**src/verilog/mcs_defines.svh**
```systemverilog
// Purpose: Constants for the multi-context scheduler
// Assumes: 20 MHz core clock, AXI4-Lite register access
// Notes:   Offsets are byte addresses
`ifndef MCS_DEFINES_SVH
`define MCS_DEFINES_SVH
`define MCS_NUM_CTX        8
`define MCS_PC_W           12
`define MCS_INT_VEC        12'h010
`define MCS_SYS_LO         12'hff8
`define MCS_DMEM_BYTES     208
`define MCS_OFF_CTRL       8'h00
`define MCS_OFF_SP_IO      8'h02
`define MCS_OFF_ENABLE     8'h04
`define MCS_OFF_MODE       8'h08
`define MCS_OFF_STATUS     8'h0c
`define MCS_OFF_PC_SEL     8'h10
`define MCS_OFF_PC_VAL     8'h14
`define MCS_OFF_SP_BASE    8'h20
`define MCS_ENABLE_RST     8'h01
`define MCS_BOOT_CYCLES    1024
`define MCS_RC_NS          50000
`define MCS_CLK_NS         50
`define MCS_MODE_HALF      3'h0
`define MCS_MODE_QUARTER   3'h6
`endif

```
**src/verilog/mcs_pkg.sv**
```systemverilog
// Purpose: Types for the multi-context scheduler
// Assumes: mcs_defines.svh included first
// Notes:   Types only
`include "mcs_defines.svh"
package mcs_pkg;
    typedef enum logic [1:0] {MCS_BOOT, MCS_RUN} mcs_state_t;
    typedef struct packed {
        logic        ex;
        logic [2:0]  ctx;
        logic [11:0] pc;
    } mcs_fetch_t;
    typedef struct packed {
        logic        valid;
        logic        branch;
        logic [11:0] target;
    } mcs_exec_t;
endpackage : mcs_pkg

```
**src/verilog/mcs_sched.sv**
```systemverilog
// Purpose: Slot scheduler and per-context state for eight contexts
// Assumes: AXI4-Lite register bus, one clock, sync active-low reset
// Notes:   Boot wait is a parameter so benches can shorten it
//
// Added by the designer: the AXI4-Lite register port.
`timescale 1ns/10ps
`include "mcs_defines.svh"
////////////////////////////////////////////////////////////////////////////////
// Function
// - eight contexts with private PC, SP, ACC, flags
// - shared memories used in exclusive cycles
// - exactly one active context per cycle
// - slots follow mode regardless of enables
// - mode 0 alternates contexts 0 and 1
// - mode 6 rotates contexts 0 to 3
// - per-context enable, only context 0 after reset
// - any context may write enable register
// - PC increments, branches load target
// - PC is 12 bits wide
// - reset loads PC of context n with n
// - interrupt sends only context 0 to 0x10
// - SP at IO 0x02 is executing context's copy
// - reset vectors 0-7, interrupt 0x10, FF8-FFF system
// - wait 1024 low-speed RC cycles before fetch
module mcs_sched import mcs_pkg::*; #(
    parameter int BOOT_CYCLES = `MCS_BOOT_CYCLES * (`MCS_RC_NS / `MCS_CLK_NS)
) (
    input  wire logic        core_clk,
    input  wire logic        rst_n,
    input  wire logic [7:0]  s_axi_awaddr,
    input  wire logic        s_axi_awvalid,
    output logic             s_axi_awready,
    input  wire logic [31:0] s_axi_wdata,
    input  wire logic [3:0]  s_axi_wstrb,
    input  wire logic        s_axi_wvalid,
    output logic             s_axi_wready,
    output logic [1:0]       s_axi_bresp,
    output logic             s_axi_bvalid,
    input  wire logic        s_axi_bready,
    input  wire logic [7:0]  s_axi_araddr,
    input  wire logic        s_axi_arvalid,
    output logic             s_axi_arready,
    output logic [31:0]      s_axi_rdata,
    output logic [1:0]       s_axi_rresp,
    output logic             s_axi_rvalid,
    input  wire logic        s_axi_rready,
    input  wire mcs_exec_t   exec_in,
    input  wire logic        irq_evt,
    input  wire logic        io_wr,
    input  wire logic [7:0]  io_addr,
    input  wire logic [7:0]  io_wdata,
    input  wire logic        acc_wr,
    input  wire logic [7:0]  acc_wdata,
    input  wire logic [7:0]  flag_wdata,
    input  wire logic        en_wr,
    input  wire logic [7:0]  en_wdata,
    output mcs_fetch_t       fetch_r,
    output logic [7:0]       sp_rd_r,
    output logic [7:0]       acc_rd_r,
    output logic [7:0]       flag_rd_r
);
    localparam int N = `MCS_NUM_CTX;

    mcs_state_t            state_r;
    logic [31:0]           boot_cnt_r;
    logic [2:0]            slot_r;
    logic [2:0]            mode_r;
    logic [7:0]            enable_r;
    logic [11:0]           pc_r   [N];
    logic [7:0]            sp_r   [N];
    logic [7:0]            acc_r  [N];
    logic [7:0]            flag_r [N];
    logic [2:0]            pc_sel_r;
    logic                  irq_pend_r;
    logic [2:0]            slot_nxt;
    logic                  run;
    logic                  owner_en;
    logic                  ex_cur;
    logic [2:0]            cur;

    // Slot period from the mode: 2 contexts or 4, otherwise all eight
    function automatic logic [2:0] next_slot(input logic [2:0] s, input logic [2:0] m);
        if (m == `MCS_MODE_HALF) begin
            next_slot = {2'b00, ~s[0]};
        end else if (m == `MCS_MODE_QUARTER) begin
            next_slot = {1'b0, s[1:0] + 2'b01};
        end else begin
            next_slot = s + 3'h1;
        end
    endfunction : next_slot

    ////////////////////////////////////////////////////////////////////////////
    // Boot wait and slot rotation
    assign run      = (state_r == MCS_RUN);
    assign slot_nxt = next_slot(slot_r, mode_r);
    assign owner_en = enable_r[slot_r];
    assign cur      = fetch_r.ctx;
    assign ex_cur   = fetch_r.ex;

    always_ff @(posedge core_clk) begin
        if (!rst_n) begin
            state_r    <= MCS_BOOT;
            boot_cnt_r <= 32'h0;
        end else if (state_r == MCS_BOOT) begin
            boot_cnt_r <= boot_cnt_r + 32'h1;
            if (boot_cnt_r >= BOOT_CYCLES - 1) begin
                state_r <= MCS_RUN;
            end
        end
    end

    always_ff @(posedge core_clk) begin
        if (!rst_n) begin
            slot_r <= 3'h0;
        end else if (run) begin
            slot_r <= slot_nxt;
        end
    end

    // Grant: one context per cycle, fetch only if enabled
    always_ff @(posedge core_clk) begin
        if (!rst_n) begin
            fetch_r <= '0;
        end else begin
            fetch_r.ctx <= slot_r;
            fetch_r.ex  <= run && owner_en;
            fetch_r.pc  <= pc_r[slot_r];
        end
    end

    ////////////////////////////////////////////////////////////////////////////
    // Per-context program counters
    always_ff @(posedge core_clk) begin
        if (!rst_n) begin
            for (int i = 0; i < N; i++) begin
                pc_r[i] <= 12'(i);
            end
        end else if (ex_cur) begin
            if (cur == 3'h0 && irq_pend_r) begin
                pc_r[0] <= `MCS_INT_VEC;
            end else if (exec_in.valid && exec_in.branch) begin
                pc_r[cur] <= exec_in.target;
            end else if (exec_in.valid) begin
                pc_r[cur] <= pc_r[cur] + 12'h001;
            end
        end
    end

    // Interrupt held until context 0 executes in its slot; set wins over clear
    always_ff @(posedge core_clk) begin
        if (!rst_n) begin
            irq_pend_r <= 1'b0;
        end else if (irq_evt) begin
            irq_pend_r <= 1'b1;
        end else if (ex_cur && cur == 3'h0) begin
            irq_pend_r <= 1'b0;
        end
    end

    ////////////////////////////////////////////////////////////////////////////
    // Private stack pointer, accumulator and flags
    always_ff @(posedge core_clk) begin
        if (!rst_n) begin
            for (int i = 0; i < N; i++) begin
                sp_r[i]   <= 8'h00;
                acc_r[i]  <= 8'h00;
                flag_r[i] <= 8'h00;
            end
        end else begin
            // Software may preset any context's stack; the executing context's own write wins
            if (do_wr && w_strb_r[0] && aw_addr_r[7:5] == 3'h1) begin
                sp_r[aw_addr_r[4:2]] <= w_data_r[7:0];
            end
            if (ex_cur) begin
                if (io_wr && io_addr == `MCS_OFF_SP_IO) begin
                    sp_r[cur] <= io_wdata;
                end
                if (acc_wr) begin
                    acc_r[cur]  <= acc_wdata;
                    flag_r[cur] <= flag_wdata;
                end
            end
        end
    end

    always_ff @(posedge core_clk) begin
        if (!rst_n) begin
            sp_rd_r   <= 8'h00;
            acc_rd_r  <= 8'h00;
            flag_rd_r <= 8'h00;
        end else begin
            sp_rd_r   <= sp_r[slot_r];
            acc_rd_r  <= acc_r[slot_r];
            flag_rd_r <= flag_r[slot_r];
        end
    end

    ////////////////////////////////////////////////////////////////////////////
    // AXI4-Lite slave: write path
    logic       aw_ok_r;
    logic       w_ok_r;
    logic [7:0] aw_addr_r;
    logic [31:0] w_data_r;
    logic [3:0] w_strb_r;
    logic       do_wr;

    assign do_wr = aw_ok_r && w_ok_r && !s_axi_bvalid;

    always_ff @(posedge core_clk) begin
        if (!rst_n) begin
            aw_ok_r       <= 1'b0;
            w_ok_r        <= 1'b0;
            s_axi_awready <= 1'b0;
            s_axi_wready  <= 1'b0;
            s_axi_bvalid  <= 1'b0;
            s_axi_bresp   <= 2'h0;
            aw_addr_r     <= 8'h00;
            w_data_r      <= 32'h0;
            w_strb_r      <= 4'h0;
        end else begin
            s_axi_awready <= !aw_ok_r && !s_axi_awready && s_axi_awvalid;
            s_axi_wready  <= !w_ok_r && !s_axi_wready && s_axi_wvalid;
            if (s_axi_awvalid && s_axi_awready) begin
                aw_ok_r   <= 1'b1;
                aw_addr_r <= s_axi_awaddr;
            end
            if (s_axi_wvalid && s_axi_wready) begin
                w_ok_r   <= 1'b1;
                w_data_r <= s_axi_wdata;
                w_strb_r <= s_axi_wstrb;
            end
            if (do_wr) begin
                aw_ok_r      <= 1'b0;
                w_ok_r       <= 1'b0;
                s_axi_bvalid <= 1'b1;
                s_axi_bresp  <= (aw_addr_r == `MCS_OFF_ENABLE || aw_addr_r == `MCS_OFF_MODE ||
                                 aw_addr_r == `MCS_OFF_PC_SEL ||
                                 aw_addr_r[7:5] == 3'h1) ? 2'h0 : 2'h2;
            end else if (s_axi_bready) begin
                s_axi_bvalid <= 1'b0;
            end
        end
    end

    // Enable and mode registers; a running context's write wins over software
    always_ff @(posedge core_clk) begin
        if (!rst_n) begin
            enable_r <= `MCS_ENABLE_RST;
            mode_r   <= `MCS_MODE_HALF;
            pc_sel_r <= 3'h0;
        end else begin
            if (do_wr && w_strb_r[0]) begin
                if (aw_addr_r == `MCS_OFF_ENABLE) enable_r <= w_data_r[7:0];
                if (aw_addr_r == `MCS_OFF_MODE)   mode_r   <= w_data_r[2:0];
                if (aw_addr_r == `MCS_OFF_PC_SEL) pc_sel_r <= w_data_r[2:0];
            end
            if (ex_cur && en_wr) begin
                enable_r <= en_wdata;
            end
        end
    end

    ////////////////////////////////////////////////////////////////////////////
    // AXI4-Lite slave: read path
    logic [31:0] rd_mux;
    always_comb begin
        rd_mux = 32'h0;
        unique case (s_axi_araddr)
            `MCS_OFF_ENABLE: rd_mux = {24'h0, enable_r};
            `MCS_OFF_MODE:   rd_mux = {29'h0, mode_r};
            `MCS_OFF_STATUS: rd_mux = {23'h0, irq_pend_r, run, fetch_r.ex, 2'b00, slot_r, 1'b0};
            `MCS_OFF_PC_SEL: rd_mux = {29'h0, pc_sel_r};
            `MCS_OFF_PC_VAL: rd_mux = {20'h0, pc_r[pc_sel_r]};
            default: begin
                if (s_axi_araddr[7:5] == 3'h1) rd_mux = {24'h0, sp_r[s_axi_araddr[4:2]]};
            end
        endcase
    end

    always_ff @(posedge core_clk) begin
        if (!rst_n) begin
            s_axi_arready <= 1'b0;
            s_axi_rvalid  <= 1'b0;
            s_axi_rdata   <= 32'h0;
            s_axi_rresp   <= 2'h0;
        end else begin
            s_axi_arready <= !s_axi_arready && !s_axi_rvalid && s_axi_arvalid;
            if (s_axi_arvalid && s_axi_arready) begin
                s_axi_rvalid <= 1'b1;
                s_axi_rdata  <= rd_mux;
                s_axi_rresp  <= (s_axi_araddr inside {`MCS_OFF_ENABLE, `MCS_OFF_MODE, `MCS_OFF_STATUS,
                                 `MCS_OFF_PC_SEL, `MCS_OFF_PC_VAL} || s_axi_araddr[7:5] == 3'h1)
                                ? 2'h0 : 2'h2;
            end else if (s_axi_rready) begin
                s_axi_rvalid <= 1'b0;
            end
        end
    end

    ////////////////////////////////////////////////////////////////////////////
    // Checks
    property p_one_ctx_mode0;
        @(posedge core_clk) disable iff (!rst_n)
        (run && mode_r == 3'h0 && $stable(mode_r)) |=> (slot_r != $past(slot_r) && slot_r[2:1] == 2'b00);
    endproperty
    a_one_ctx_mode0: assert property (p_one_ctx_mode0) else $error("mode 0 slot not alternating");
    property p_mode6;
        @(posedge core_clk) disable iff (!rst_n)
        (run && mode_r == 3'h6 && $stable(mode_r)) |=> (slot_r[2] == 1'b0 && slot_r == (($past(slot_r) + 3'h1) & 3'h3));
    endproperty
    a_mode6: assert property (p_mode6) else $error("mode 6 rotation broken");
    property p_no_ex_disabled;
        @(posedge core_clk) disable iff (!rst_n) fetch_r.ex |-> $past(enable_r[slot_r]);
    endproperty
    a_no_ex_disabled: assert property (p_no_ex_disabled) else $error("disabled context executed");
    property p_boot;
        @(posedge core_clk) disable iff (!rst_n) !run |=> !fetch_r.ex;
    endproperty
    a_boot: assert property (p_boot) else $error("fetch during boot");
    property p_irq;
        @(posedge core_clk) disable iff (!rst_n)
        (ex_cur && cur == 3'h0 && irq_pend_r) |=> pc_r[0] == 12'h010;
    endproperty
    a_irq: assert property (p_irq) else $error("interrupt vector wrong");
    property p_inc;
        @(posedge core_clk) disable iff (!rst_n)
        (ex_cur && exec_in.valid && !exec_in.branch && !(cur == 3'h0 && irq_pend_r))
        |=> pc_r[$past(cur)] == $past(pc_r[cur]) + 12'h001;
    endproperty
    a_inc: assert property (p_inc) else $error("pc not incremented");
    property p_reset_pc;
        @(posedge core_clk) $fell(rst_n) ##1 !rst_n |-> pc_r[7] == 12'h007 && pc_r[1] == 12'h001;
    endproperty
    a_reset_pc: assert property (p_reset_pc) else $error("reset vector wrong");
    property p_en_reset;
        @(posedge core_clk) !rst_n |=> enable_r == 8'h01;
    endproperty
    a_en_reset: assert property (p_en_reset) else $error("enable reset wrong");
    c_irq: cover property (@(posedge core_clk) ex_cur && cur == 3'h0 && irq_pend_r);
    c_mode6: cover property (@(posedge core_clk) run && mode_r == 3'h6 && slot_r == 3'h3);
    c_skip: cover property (@(posedge core_clk) run && !owner_en);
endmodule : mcs_sched
```
**config.mk**
```make
export PLATFORM = sky130hd
export DESIGN_NAME = mcs_sched
export DESIGN_NICKNAME = d
export VERILOG_FILES = /design/src/verilog/mcs_pkg.sv /design/src/verilog/mcs_sched.sv
export VERILOG_INCLUDE_DIRS = /design/src /design/src/verilog
export SDC_FILE = /design/constraint.sdc
export NUM_CORES = 1
export LEC_CHECK = 0
export BUFFER_PORTS_ARGS = -buffer_cell sky130_fd_sc_hd__buf_2
export CAP_MARGIN = 20
export CORE_MARGIN = 2
export CORE_UTILIZATION = 30
export CTS_BUF_LIST = sky130_fd_sc_hd__clkbuf_4 sky130_fd_sc_hd__clkbuf_8 sky130_fd_sc_hd__clkbuf_16
export DETAILED_ROUTE_END_ITERATION = 12
export PLACE_DENSITY = 0.45
export RECOVER_POWER = 50
export SYNTH_ARGS = -nofsm -noshare
export SYNTH_HDL_FRONTEND = slang
export SYNTH_SLANG_ARGS = --single-unit
```
**constraint.sdc**
```tcl
create_clock -name core_clk -period 5.63 [get_ports core_clk]
set_clock_uncertainty 0.15 [all_clocks]
set_input_delay 0.2815 -clock core_clk [delete_from_list [all_inputs] [get_ports core_clk]]
set_output_delay 0.2815 -clock core_clk [all_outputs]
set_load 0.03 [all_outputs]
```
==> results.yml, run 1 <==
clock_network:
  post_cts_resized: 0
  clock_path_buffers: 3
  cts_tree: "done"
  root_buffer: "clkbuf_16"
  post_cts_buffers: 0
  cts.sinks: 420
  cts_buffers: 51
  clk_pin_slew_ns: 0.06
  cts_hold_buf: 66
  insertion_delay_ns: 0.62
  h-tree-depth: 2
worst_hold_path:
  hp-class: "in -> reg"
  min_to: "pc_r[0][4]"
  hold_path_startpoint: "exec_in[4]"
  hold_path_depth: 3
timing:
  maxSlewHeadroom_pct: -88.0
  setup_violations: 0
  final_hold_viol_count: 0
  finalMaxSlewViolations: 208
  finalCritPeriodShare_pct: 80.6
  fin_tns_setup_ns: 0
  worst_slack_ns: 1.09
  tightest_slew_ns: 2.82
  rsz0062_at_grt: "false"
  finalCriticalPeriod_ns: 4.54
  max_freq_ghz: 0.220
  whs_ns: 0.0274
floorplan:
  coreArea_um2: 68500
  die_w_um: 267
  row_count: 96
  initial_utilization_pct: 30.3
  die-area_um2: 71200
  die_h_um: 267
  io_pins: 198
setup_path:
  r2r_end: "flag_rd_r[0]"
  worst_ep_arrival_time_ns: 4.72
  end_kind: "register"
  path_class: "reg -> reg"
  r2r_setup_slack_ns: 1.09
  critPathLaunchType: "register"
  worstPathMaxFanout: 47
  reg2reg_from: "slot_r[1]"
  r2r_cells: 4
  cp.required_ns: 5.81
global_route:
  grtUsageTotal_pct: 18.5
  grt_pass1_wl_um: 96800
  overflow: 0
  grt_pass1_vias: 14600
  antenna_found_initial: 4
  grt_max_degree: 81
pwr:
  pwr-share-clk_pct: 47.5
  pwr-share-seq_pct: 46.9
  p_int_mw: 5.64
  switchingPower_mw: 1.69
  swShare_pct: 23.0
  powerDensity_nw_per_um2: 298
  combPwrFrac_pct: 5.6
  leakagePower_nw: 8.48
  vdd_drop_max_uv: 226
  p_total_mw: 7.32
placement:
  dp.cells: 2590
  place_area_um2: 22300
  port_buffers: 148
  place_hpwl_um: 42200
  gp_routability_congestion: 0.810
  dp_slack_ns: 1.80
final_layout:
  layout-drive-gt1-share_pct: 17.9
  syn_to_final_growth_pct: 18.8
  final_area_um2: 24600
  fin_nets: 1951
  multi_input_area_um2: 8820
  layout.cells.non_filler: 2757
  regArea_um2: 11300
  final_common_cell: "edfxtp_1"
  fill_cells: 6728
  fin_util_pct: 36.0
  final_cell_mix: "edfxtp_1, nor2_1, dfxtp_1"
routing:
  via_count: 14300
  firstDrtPassIters: 5
  drt_iter0_markers: 1087
  drc: 0
  wirelength_um: 65700
  vias_per_cell: 5.17
  drtAntennaViolNets: 0
  wl_per_cell_um: 23.8
logic_synthesis:
  synth_area_per_cell_um2: 12.6
  yosys_warnings: 0
  synth_area_leader_cell: "edfxtp_1"
  synth_top_area_share_pct: 41.8
  synth_cells: 1641
  syn_area_um2: 20700
  synth_ff_type: "edfxtp_1"
  synth_edf_count: 288
  ys_seq_elements: 420
  ys_types: 64
  seq_area_frac_synth_pct: 54.5
  async_flop_share_pct: 0
  synth_area_leaders: "edfxtp_1, dfxtp_1, mux4_2, mux2i_1, and2_1"
outcome:
  outcome: "finished, violations left"
  failed_checks: "capacitance limit, slew limit"
job:
  drv_cap: 7
worst max-delay path by stage:
stage	from	end	cells after the start
after floorplan	cur[0]	acc_r[3][0]	6
after global placement	rst_n	sp_r[3][1]	6
after detailed placement	rst_n	sp_r[3][0]	7
after CTS	cur[0]	pc_r[2][8]	8
after global routing	slot_r[1]	flag_rd_r[0]	4
final	slot_r[1]	flag_rd_r[0]	4
power by group through the flow:
stage / Combinational (mW) / Clock (mW) / Sequential, mW
finish: 0.412 / 3.48 / 3.43
global route: 0.444 / 3.67 / 3.44
CTS: 0.424 / 3.56 / 3.43
detailed placement: 0.388 / 0 / 3.50
global placement: 0.386 / 0 / 3.49
floorplan: 0.221 / 0 / 3.50
cells by family (layout without fill, tap and decap cells):
| kind of cell | after synthesis | after routing | synth area share, % |
|---|---|---|---|
| simple gates | 590 | 590 | 14.1 |
| xor+xnor | 33 | 33 | 1.40 |
| flops | 420 | 420 | 54.5 |
| mux | 239 | 239 | 19.4 |
| compound gates | 207 | 207 | 7.01 |
| fa+ha+maj | 3 | 3 | 0.181 |
| buf+inv | 148 | 360 | 3.37 |
| other cells | 1 | 23 | 0.0181 |
final cells by class:
cell class / instances / share of cell area, %
Tap cell: 882 / 4.48
Timing Repair Buffer: 253 / 6.38
Multi-Input combinational cell: 1094 / 35.8
Inverter: 11 / 0.178
Clock inverter: 28 / 1.25
Sequential cell: 420 / 45.9
Antenna cell: 1 / 0.0102
Clock buffer: 68 / 5.98
worst max-delay path, cell delays in order (launching register included):
cell and delay, ns:
dfxtp_1 2.22, clkbuf_2 1.11, mux4_2 0.43, mux2i_1 0.16, nor2_1 0.11
cell usage after synthesis (all sizes together) (13+ instances only):
master,instances
edfxtp,288
nor2,208
and2,141
dfxtp,132
mux4,124
mux2i,106
nand2,96
clkbuf,71
a22o,66
buf,66
a21oi,47
nand3,34
nor3,34
o21ai,32
xor2,21
or3,13
registers in the layout (all words and copies together) (netlist names), 3 cells and up, named ones only:
signal,count
boot_cnt_r,32
cur,3
acc_rd_r,8
mode_r,3
sp_r,64
pc_sel_r,3
sp_rd_r,8
acc_r,64
pc_r,96
s_axi_rdata,12
flag_r,64
aw_addr_r,8
w_data_r,8
fetch_r,12
enable_r,8
slot_r,3
flag_rd_r,8
routing by layer:
layer  share of wire, %  up-vias  track usage (%)  routed length [um]
met1                 43     7194             23.7               28100
met2                 49      414             31.8               32300
met3                5.2      109             2.98                3430
met5              0.032        -                0                  21
li1                   -     6538                -                   -
met4                2.8        4             6.39                1870
Note: power is estimated with default switching activity, not from simulation.
==> run 2, diff against run 1 <==
==> constraint.sdc (replaced) <==
create_clock -name core_clk -period 4.75 [get_ports core_clk]
set_clock_uncertainty 0.15 [all_clocks]
set_input_delay 0.2375 -clock core_clk [delete_from_list [all_inputs] [get_ports core_clk]]
set_output_delay 0.2375 -clock core_clk [all_outputs]
set_load 0.03 [all_outputs]
==> run 2 against run 1 <==
Largest cell class unchanged. Die area unchanged. Maximum frequency up 17%. Design area rose by 0.66%. Sequential power grew 19%. Cell count is 1.3% higher. Non-clock buffer count rose by 37. Worst hold slack improved by 0.014 ns. Global-route usage barely moved. The flow still finishes with violations (capacitance limit, slew limit). Critical endpoint is now acc_r[2][6]. Power is 15% higher.
==> results.yml, run 2 (synthesis gave the netlist of run 1 again) <==
timing:
  max_freq_ghz: 0.259
  fin_tns_setup_ns: 0
  final_hold_viol_count: 0
  tightest_slew_ns: 2.52
  finalCriticalPeriod_ns: 3.87
  finalCritPeriodShare_pct: 81.4
  finalMaxSlewViolations: 69
  rsz0062_at_grt: "false"
  setup_violations: 0
  maxSlewHeadroom_pct: -68.1
final_layout:
  final_area_um2: 24800
  antennaDiodeCount: 0
  fin_nets: 1988
  largest_reg_flops: 96
  fill_cells: 6755
  layout-drive-gt1-share_pct: 19.1
  final_common_cell: "edfxtp_1"
  syn_to_final_growth_pct: 19.6
  final_cell_mix: "edfxtp_1, nor2_1, dfxtp_1"
  regMostFlops: "pc_r"
  layout.cells.non_filler: 2792
floorplan:
  coreArea_um2: 68500
  io_pins: 198
  die_w_um: 267
  initial_utilization_pct: 30.3
  row_count: 96
  die-area_um2: 71200
  die_h_um: 267
routing:
  firstDrtPassIters: 5
  vias_per_cell: 5.16
  drc: 0
  wl_per_cell_um: 23.7
  via_count: 14400
  drtAntennaViolNets: 0
  drt_iter0_markers: 1021
  wirelength_um: 66100
pwr:
  swShare_pct: 23.6
  switchingPower_mw: 1.98
  p_int_mw: 6.42
  pwr-share-seq_pct: 48.5
  combPwrFrac_pct: 5.9
  p_total_mw: 8.39
  vdd_drop_max_uv: 229
  pwr-share-clk_pct: 45.6
  powerDensity_nw_per_um2: 339
  leakagePower_nw: 8.60
placement:
  port_buffers: 148
  gp_routability_congestion: 0.813
  place_hpwl_um: 43200
  dp.cells: 2612
  place_area_um2: 22500
setup_path:
  critPathLaunchType: "register"
  worst_ep_arrival_time_ns: 4.00
  cp.required_ns: 4.88
  end_kind: "register"
  worstPathMaxFanout: 17
  path_class: "reg -> reg"
clock_network:
  clock_path_buffers: 3
  cts.sinks: 420
  root_buffer: "clkbuf_16"
  insertion_delay_ns: 0.61
  cts_buffers: 51
  clk_pin_slew_ns: 0.06
  cts_tree: "done"
  h-tree-depth: 2
  post_cts_buffers: 0
outcome:
  failed_checks: "capacitance limit, slew limit"
  outcome: "finished, violations left"
global_route:
  grt_pass1_vias: 14900
  grt_max_degree: 75
  overflow: 0
  antenna_found_initial: 3
  grt_pass1_wl_um: 96900
  grtUsageTotal_pct: 18.5
job:
  drv_cap: 2
worst_hold_path:
  hp-class: "in -> reg"
## run 2: changes by cell type in the layout (fill, tap and decap cells not counted), sizes merged, moves of 2 or more
cell and change:
buf +22, dlygate4sd3 +13, clkbuf +6, bufinv -5, inv -2
## run 2: worst paths after layout
kind / to / from / depth (start not counted) / slack [ns]
max: acc_r[2][6] / ex_cur / 5 / 0.88
min: pc_r[6][6] / exec_in[6] / 3 / 0.04
max reg2reg: acc_r[2][6] / ex_cur / 5 / 0.88
min reg2reg: s_axi_rresp[1] / s_axi_rresp[1] / 2 / 0.31
## run 2: metal layers
metal	vias to the layer above	GRT usage, %	share of wire (%)
li1	6614	-	-
met5	-	0	0.053
met3	95	2.91	4.6
met1	7302	23.7	43
met4	6	5.98	2.9
met2	387	32.0	49
## run 2: worst max-delay path: stages, from the launching register on
cell      delay, ns
dfxtp_1        0.72
nand3_1        0.69
nor3_1         0.31
clkbuf_1       0.83
nand2b_1       0.48
buf_4          0.32
## run 2: cell type report
cell class                      count  area [um2]  share of cell area (%)
Clock buffer                       72        1480                    5.98
Clock inverter                     23         154                   0.621
Inverter                           11        42.5                   0.172
Multi-Input combinational cell   1094        8830                    35.6
Sequential cell                   420       11300                    45.6
Tap cell                          882        1100                    4.45
Timing Repair Buffer              290        1860                    7.52
## run 2: what timing repair did
action                                 in CTS  in global routing
resized for setup                           0                  0
endpoints found under the hold margin     246                  0
setup endpoints to repair                   0                  0
hold buffers                               79                  0
## run 2: per-stage QoR
step	hold WS (ns)	setup slack [ns]	utilization, %
after floorplan	0.205	1.58	-
final	0.0414	0.884	36.2
after detailed placement	0.296	1.13	32.8
after CTS	0.0204	1.12	36.4
after global placement	0.281	1.21	32.8
after global routing	0.0857	0.601	36.2
## run 2: power by group through the flow
stage	combinational (mW)	clock [mW]	sequential [mW]
after floorplan	0.262	0	4.15
after global placement	0.462	0	4.14
after detailed placement	0.466	0	4.15
after CTS	0.513	3.92	4.07
after global routing	0.536	4.05	4.08
final	0.498	3.82	4.07
==> run 3, diff against run 2 <==
--- a/config.mk
+++ b/config.mk
@@ -6,13 +6,14 @@
 export SDC_FILE = /design/constraint.sdc
 export NUM_CORES = 1
 export LEC_CHECK = 0
+export ABC_AREA = 1
 export BUFFER_PORTS_ARGS = -buffer_cell sky130_fd_sc_hd__buf_2
 export CAP_MARGIN = 20
 export CORE_MARGIN = 2
 export CORE_UTILIZATION = 30
 export CTS_BUF_LIST = sky130_fd_sc_hd__clkbuf_4 sky130_fd_sc_hd__clkbuf_8 sky130_fd_sc_hd__clkbuf_16
 export DETAILED_ROUTE_END_ITERATION = 12
-export PLACE_DENSITY = 0.45
+export PLACE_DENSITY = 0.47
 export RECOVER_POWER = 50
 export SYNTH_ARGS = -nofsm -noshare
 export SYNTH_HDL_FRONTEND = slang
==> constraint.sdc (replaced) <==
create_clock -name core_clk -period 3.5 [get_ports core_clk]
set_clock_uncertainty 0.15 [all_clocks]
set_input_delay 0.175 -clock core_clk [delete_from_list [all_inputs] [get_ports core_clk]]
set_output_delay 0.175 -clock core_clk [all_outputs]
set_load 0.03 [all_outputs]
==> run 3 against run 2 <==
The run still ends with capacitance limit, slew limit left. Worst setup slack worse by 0.64 ns. Synthesized cell count is 58% higher. Register-to-register slack worse by 0.64 ns. Combinational power grew 41%. Sequential cell count did not move. Critical endpoint is now fetch_r[11]. Die area up 1.7%. Via count grew 33%. Design area increased by 1.6%. Largest cell class unchanged. Largest power group unchanged.
==> results.yml, run 3 <==
outcome:
  outcome: "finished, violations left"
  failed_checks: "capacitance limit, slew limit"
pwr:
  combPwrFrac_pct: 6.0
  switchingPower_mw: 2.81
  swShare_pct: 24.2
  powerDensity_nw_per_um2: 462
  pwr-share-clk_pct: 46.5
  pwr-share-seq_pct: 47.5
  leakagePower_nw: 9.91
  p_int_mw: 8.83
  vdd_drop_max_uv: 334
global_route:
  grt_max_degree: 156
  antenna_found_initial: 1
  grtUsageTotal_pct: 20.0
  grt_pass1_wl_um: 110000
  overflow: 0
  grt_pass1_vias: 18100
floorplan:
  coreArea_um2: 69800
  die-area_um2: 72400
  io_pins: 198
  die_h_um: 269
  initial_utilization_pct: 30.2
  die_w_um: 269
  row_count: 97
setup_path:
  crit_chain: "nand2_1 > inv_1 > clkbuf_1 > nand2_1 > nand2_1"
  crit_path_start: "slot_r[2]"
  cp.required_ns: 3.85
  worst-path-stages: 5
  worst_ep_arrival_time_ns: 3.60
  r2r_end: "fetch_r[11]"
  end_kind: "register"
  r2r_cells: 5
  path_class: "reg -> reg"
  critPathCapture: "fetch_r[11]"
  critPathLaunchType: "register"
  slowest_delay_ns: 1.51
  crit_path_top_delay_cell: "clkbuf_1"
  path_delay_family: "buffers and inverters"
  crit_buf_inv: 2
  worstPathMaxFanout: 30
  r2r_setup_slack_ns: 0.24
  reg2reg_from: "slot_r[2]"
  crit_top_cell: "nand2_1"
timing:
  max_freq_ghz: 0.307
  maxSlewHeadroom_pct: -41.6
  tightest_slew_ns: 2.12
  fin_tns_setup_ns: 0
  finalCriticalPeriod_ns: 3.26
  finalCritPeriodShare_pct: 93.1
  setup_violations: 0
  finalMaxSlewViolations: 255
  final_hold_viol_count: 0
  rsz0062_at_grt: "false"
routing:
  wl_per_cell_um: 19.7
  vias_per_cell: 5.07
  drc: 0
  firstDrtPassIters: 6
  drt_iter0_markers: 1632
  wirelength_um: 74400
  drtAntennaViolNets: 0
  via_count: 19100
logic_synthesis:
  async_flop_share_pct: 0
  synth_compound_area_share_pct: 15.7
  synth_area_leader_cell: "edfxtp_1"
  synth_top_family_by_area: "simple AND/OR/NAND/NOR gates"
  yosys.area_share.xor_xnor_pct: 0.499
  synth_area_leaders: "edfxtp_1, dfxtp_1, nand2_1, nor2_1, o21ai_0"
  synth_cells: 2597
  synth.mux.area_fraction_pct: 0.0475
  yosys.area_share.simple_pct: 22.3
  synth_fa_ha_area_share_pct: 0.178
  synth_edf_count: 288
  synth.most_common_cell: "nand2_1"
  netlist_top_cells_count: "nand2_1, nor2_1, o21ai_0, edfxtp_1, inv_1"
  synth_area_per_cell_um2: 8.11
  synth_ff_type: "edfxtp_1"
  syn_area_um2: 21100
  yosys_warnings: 0
  ys_seq_elements: 420
  ys_types: 47
  seq_area_frac_synth_pct: 53.6
  synth_top_area_share_pct: 41.0
final_layout:
  fin_nets: 2912
  regMostFlops: "pc_r"
  final_common_cell: "nand2_1"
  largest_reg_flops: 96
  layout-drive-gt1-share_pct: 9.29
  final_cell_mix: "nand2_1, nor2_1, o21ai_0"
  syn_to_final_growth_pct: 19.5
  final_area_um2: 25200
  antennaDiodeCount: 0
worst_hold_path:
  hp-class: "in -> reg"
placement:
  place_area_um2: 22900
  gp_routability_congestion: 0.886
  port_buffers: 148
  place_hpwl_um: 49400
clock_network:
  clock_path_buffers: 3
  root_buffer: "clkbuf_16"
  cts.sinks: 420
  cts_tree: "done"
  h-tree-depth: 2
  clk_pin_slew_ns: 0.06
  insertion_delay_ns: 0.63
  post_cts_buffers: 0
  cts_buffers: 50
job:
  drv_cap: 3
[run 3: cell types whose count changed after synthesis, sizes merged, moves of 13 or more]
cell,delta
o21ai,+268
nand3,+126
or3,-13
clkbuf,+44
inv,+215
a21oi,+125
xor2,-13
o22ai,+89
nand2,+403
mux4,-124
nor2,+216
and2,-141
a22o,-66
mux2i,-105
[run 3: power groups by stage]
stage	sequential, mW	combinational (mW)	clock, mW
2_1_floorplan	5.63	0.368	0
3_5_place_dp	5.63	0.651	0
5_1_grt	5.54	0.768	5.71
4_1_cts	5.52	0.713	5.52
6_report	5.53	0.701	5.42
3_3_place_gp	5.62	0.647	0
[run 3: metal layers]
metal  wire (um)  track usage (%)
met3        4580             3.04
met4        1720             5.65
met2       35900             34.0
met1       32200             26.5
met5           0                0
[run 3: through the flow]
step                instances  power [mW]  util [%]  setup slack, ns  hold WS (ns)
floorplan                2618        6.00         -            0.895         0.152
global placement         3606        6.27      32.8            0.482         0.264
detailed placement       3606        6.28      32.8            0.430         0.273
CTS                      3772        11.8      36.3            0.388        0.0135
global route             3772        12.0      36.1           0.0950        0.0143
finish                   3772        11.6      36.1            0.241        0.0129
[run 3: worst min-delay path, stage by stage]
cell and delay [ns]:
buf_4 0.14, buf_12 0.25, nand2_1 0.12, nor3_1 0.04
[run 3: worst min path at each step]
stage                        startpoint             to  slack (ns)  cells past startpoint
after floorplan           s_axi_arvalid  s_axi_arready        0.15                      2
after global placement           w_ok_r   s_axi_wready        0.26                      1
after detailed placement        aw_ok_r  s_axi_awready        0.27                      1
after CTS                         rst_n   s_axi_wready        0.01                      4
after global routing        io_wdata[7]     sp_r[5][7]        0.01                      3
final                             rst_n   s_axi_wready        0.01                      4
[run 3: repair_timing]
item                      4_1_cts  5_1_grt
resized for setup               0        0
hold buffers                   74        0
hold endpoints to repair      286        0
[run 3: final cells by class]
cell class	instances	area [um2]
Clock buffer	67	1430
Clock inverter	25	295
Fill cell	7272	44600
Inverter	231	870
Multi-Input combinational cell	1796	8230
Sequential cell	420	11300
Tap cell	940	1180
Timing Repair Buffer	293	1890
[run 3: kinds of logic (layout without fill, tap and decap cells)]
| group | count (synthesis) | count (layout) |
|---|---|---|
| simple gates | 1145 | 1145 |
| compound gates | 613 | 613 |
| flops | 420 | 420 |
| buf+inv | 402 | 616 |
| xor+xnor | 12 | 12 |
| fa+ha+maj | 3 | 3 |
| other cells | 1 | 22 |
| mux | 1 | 1 |
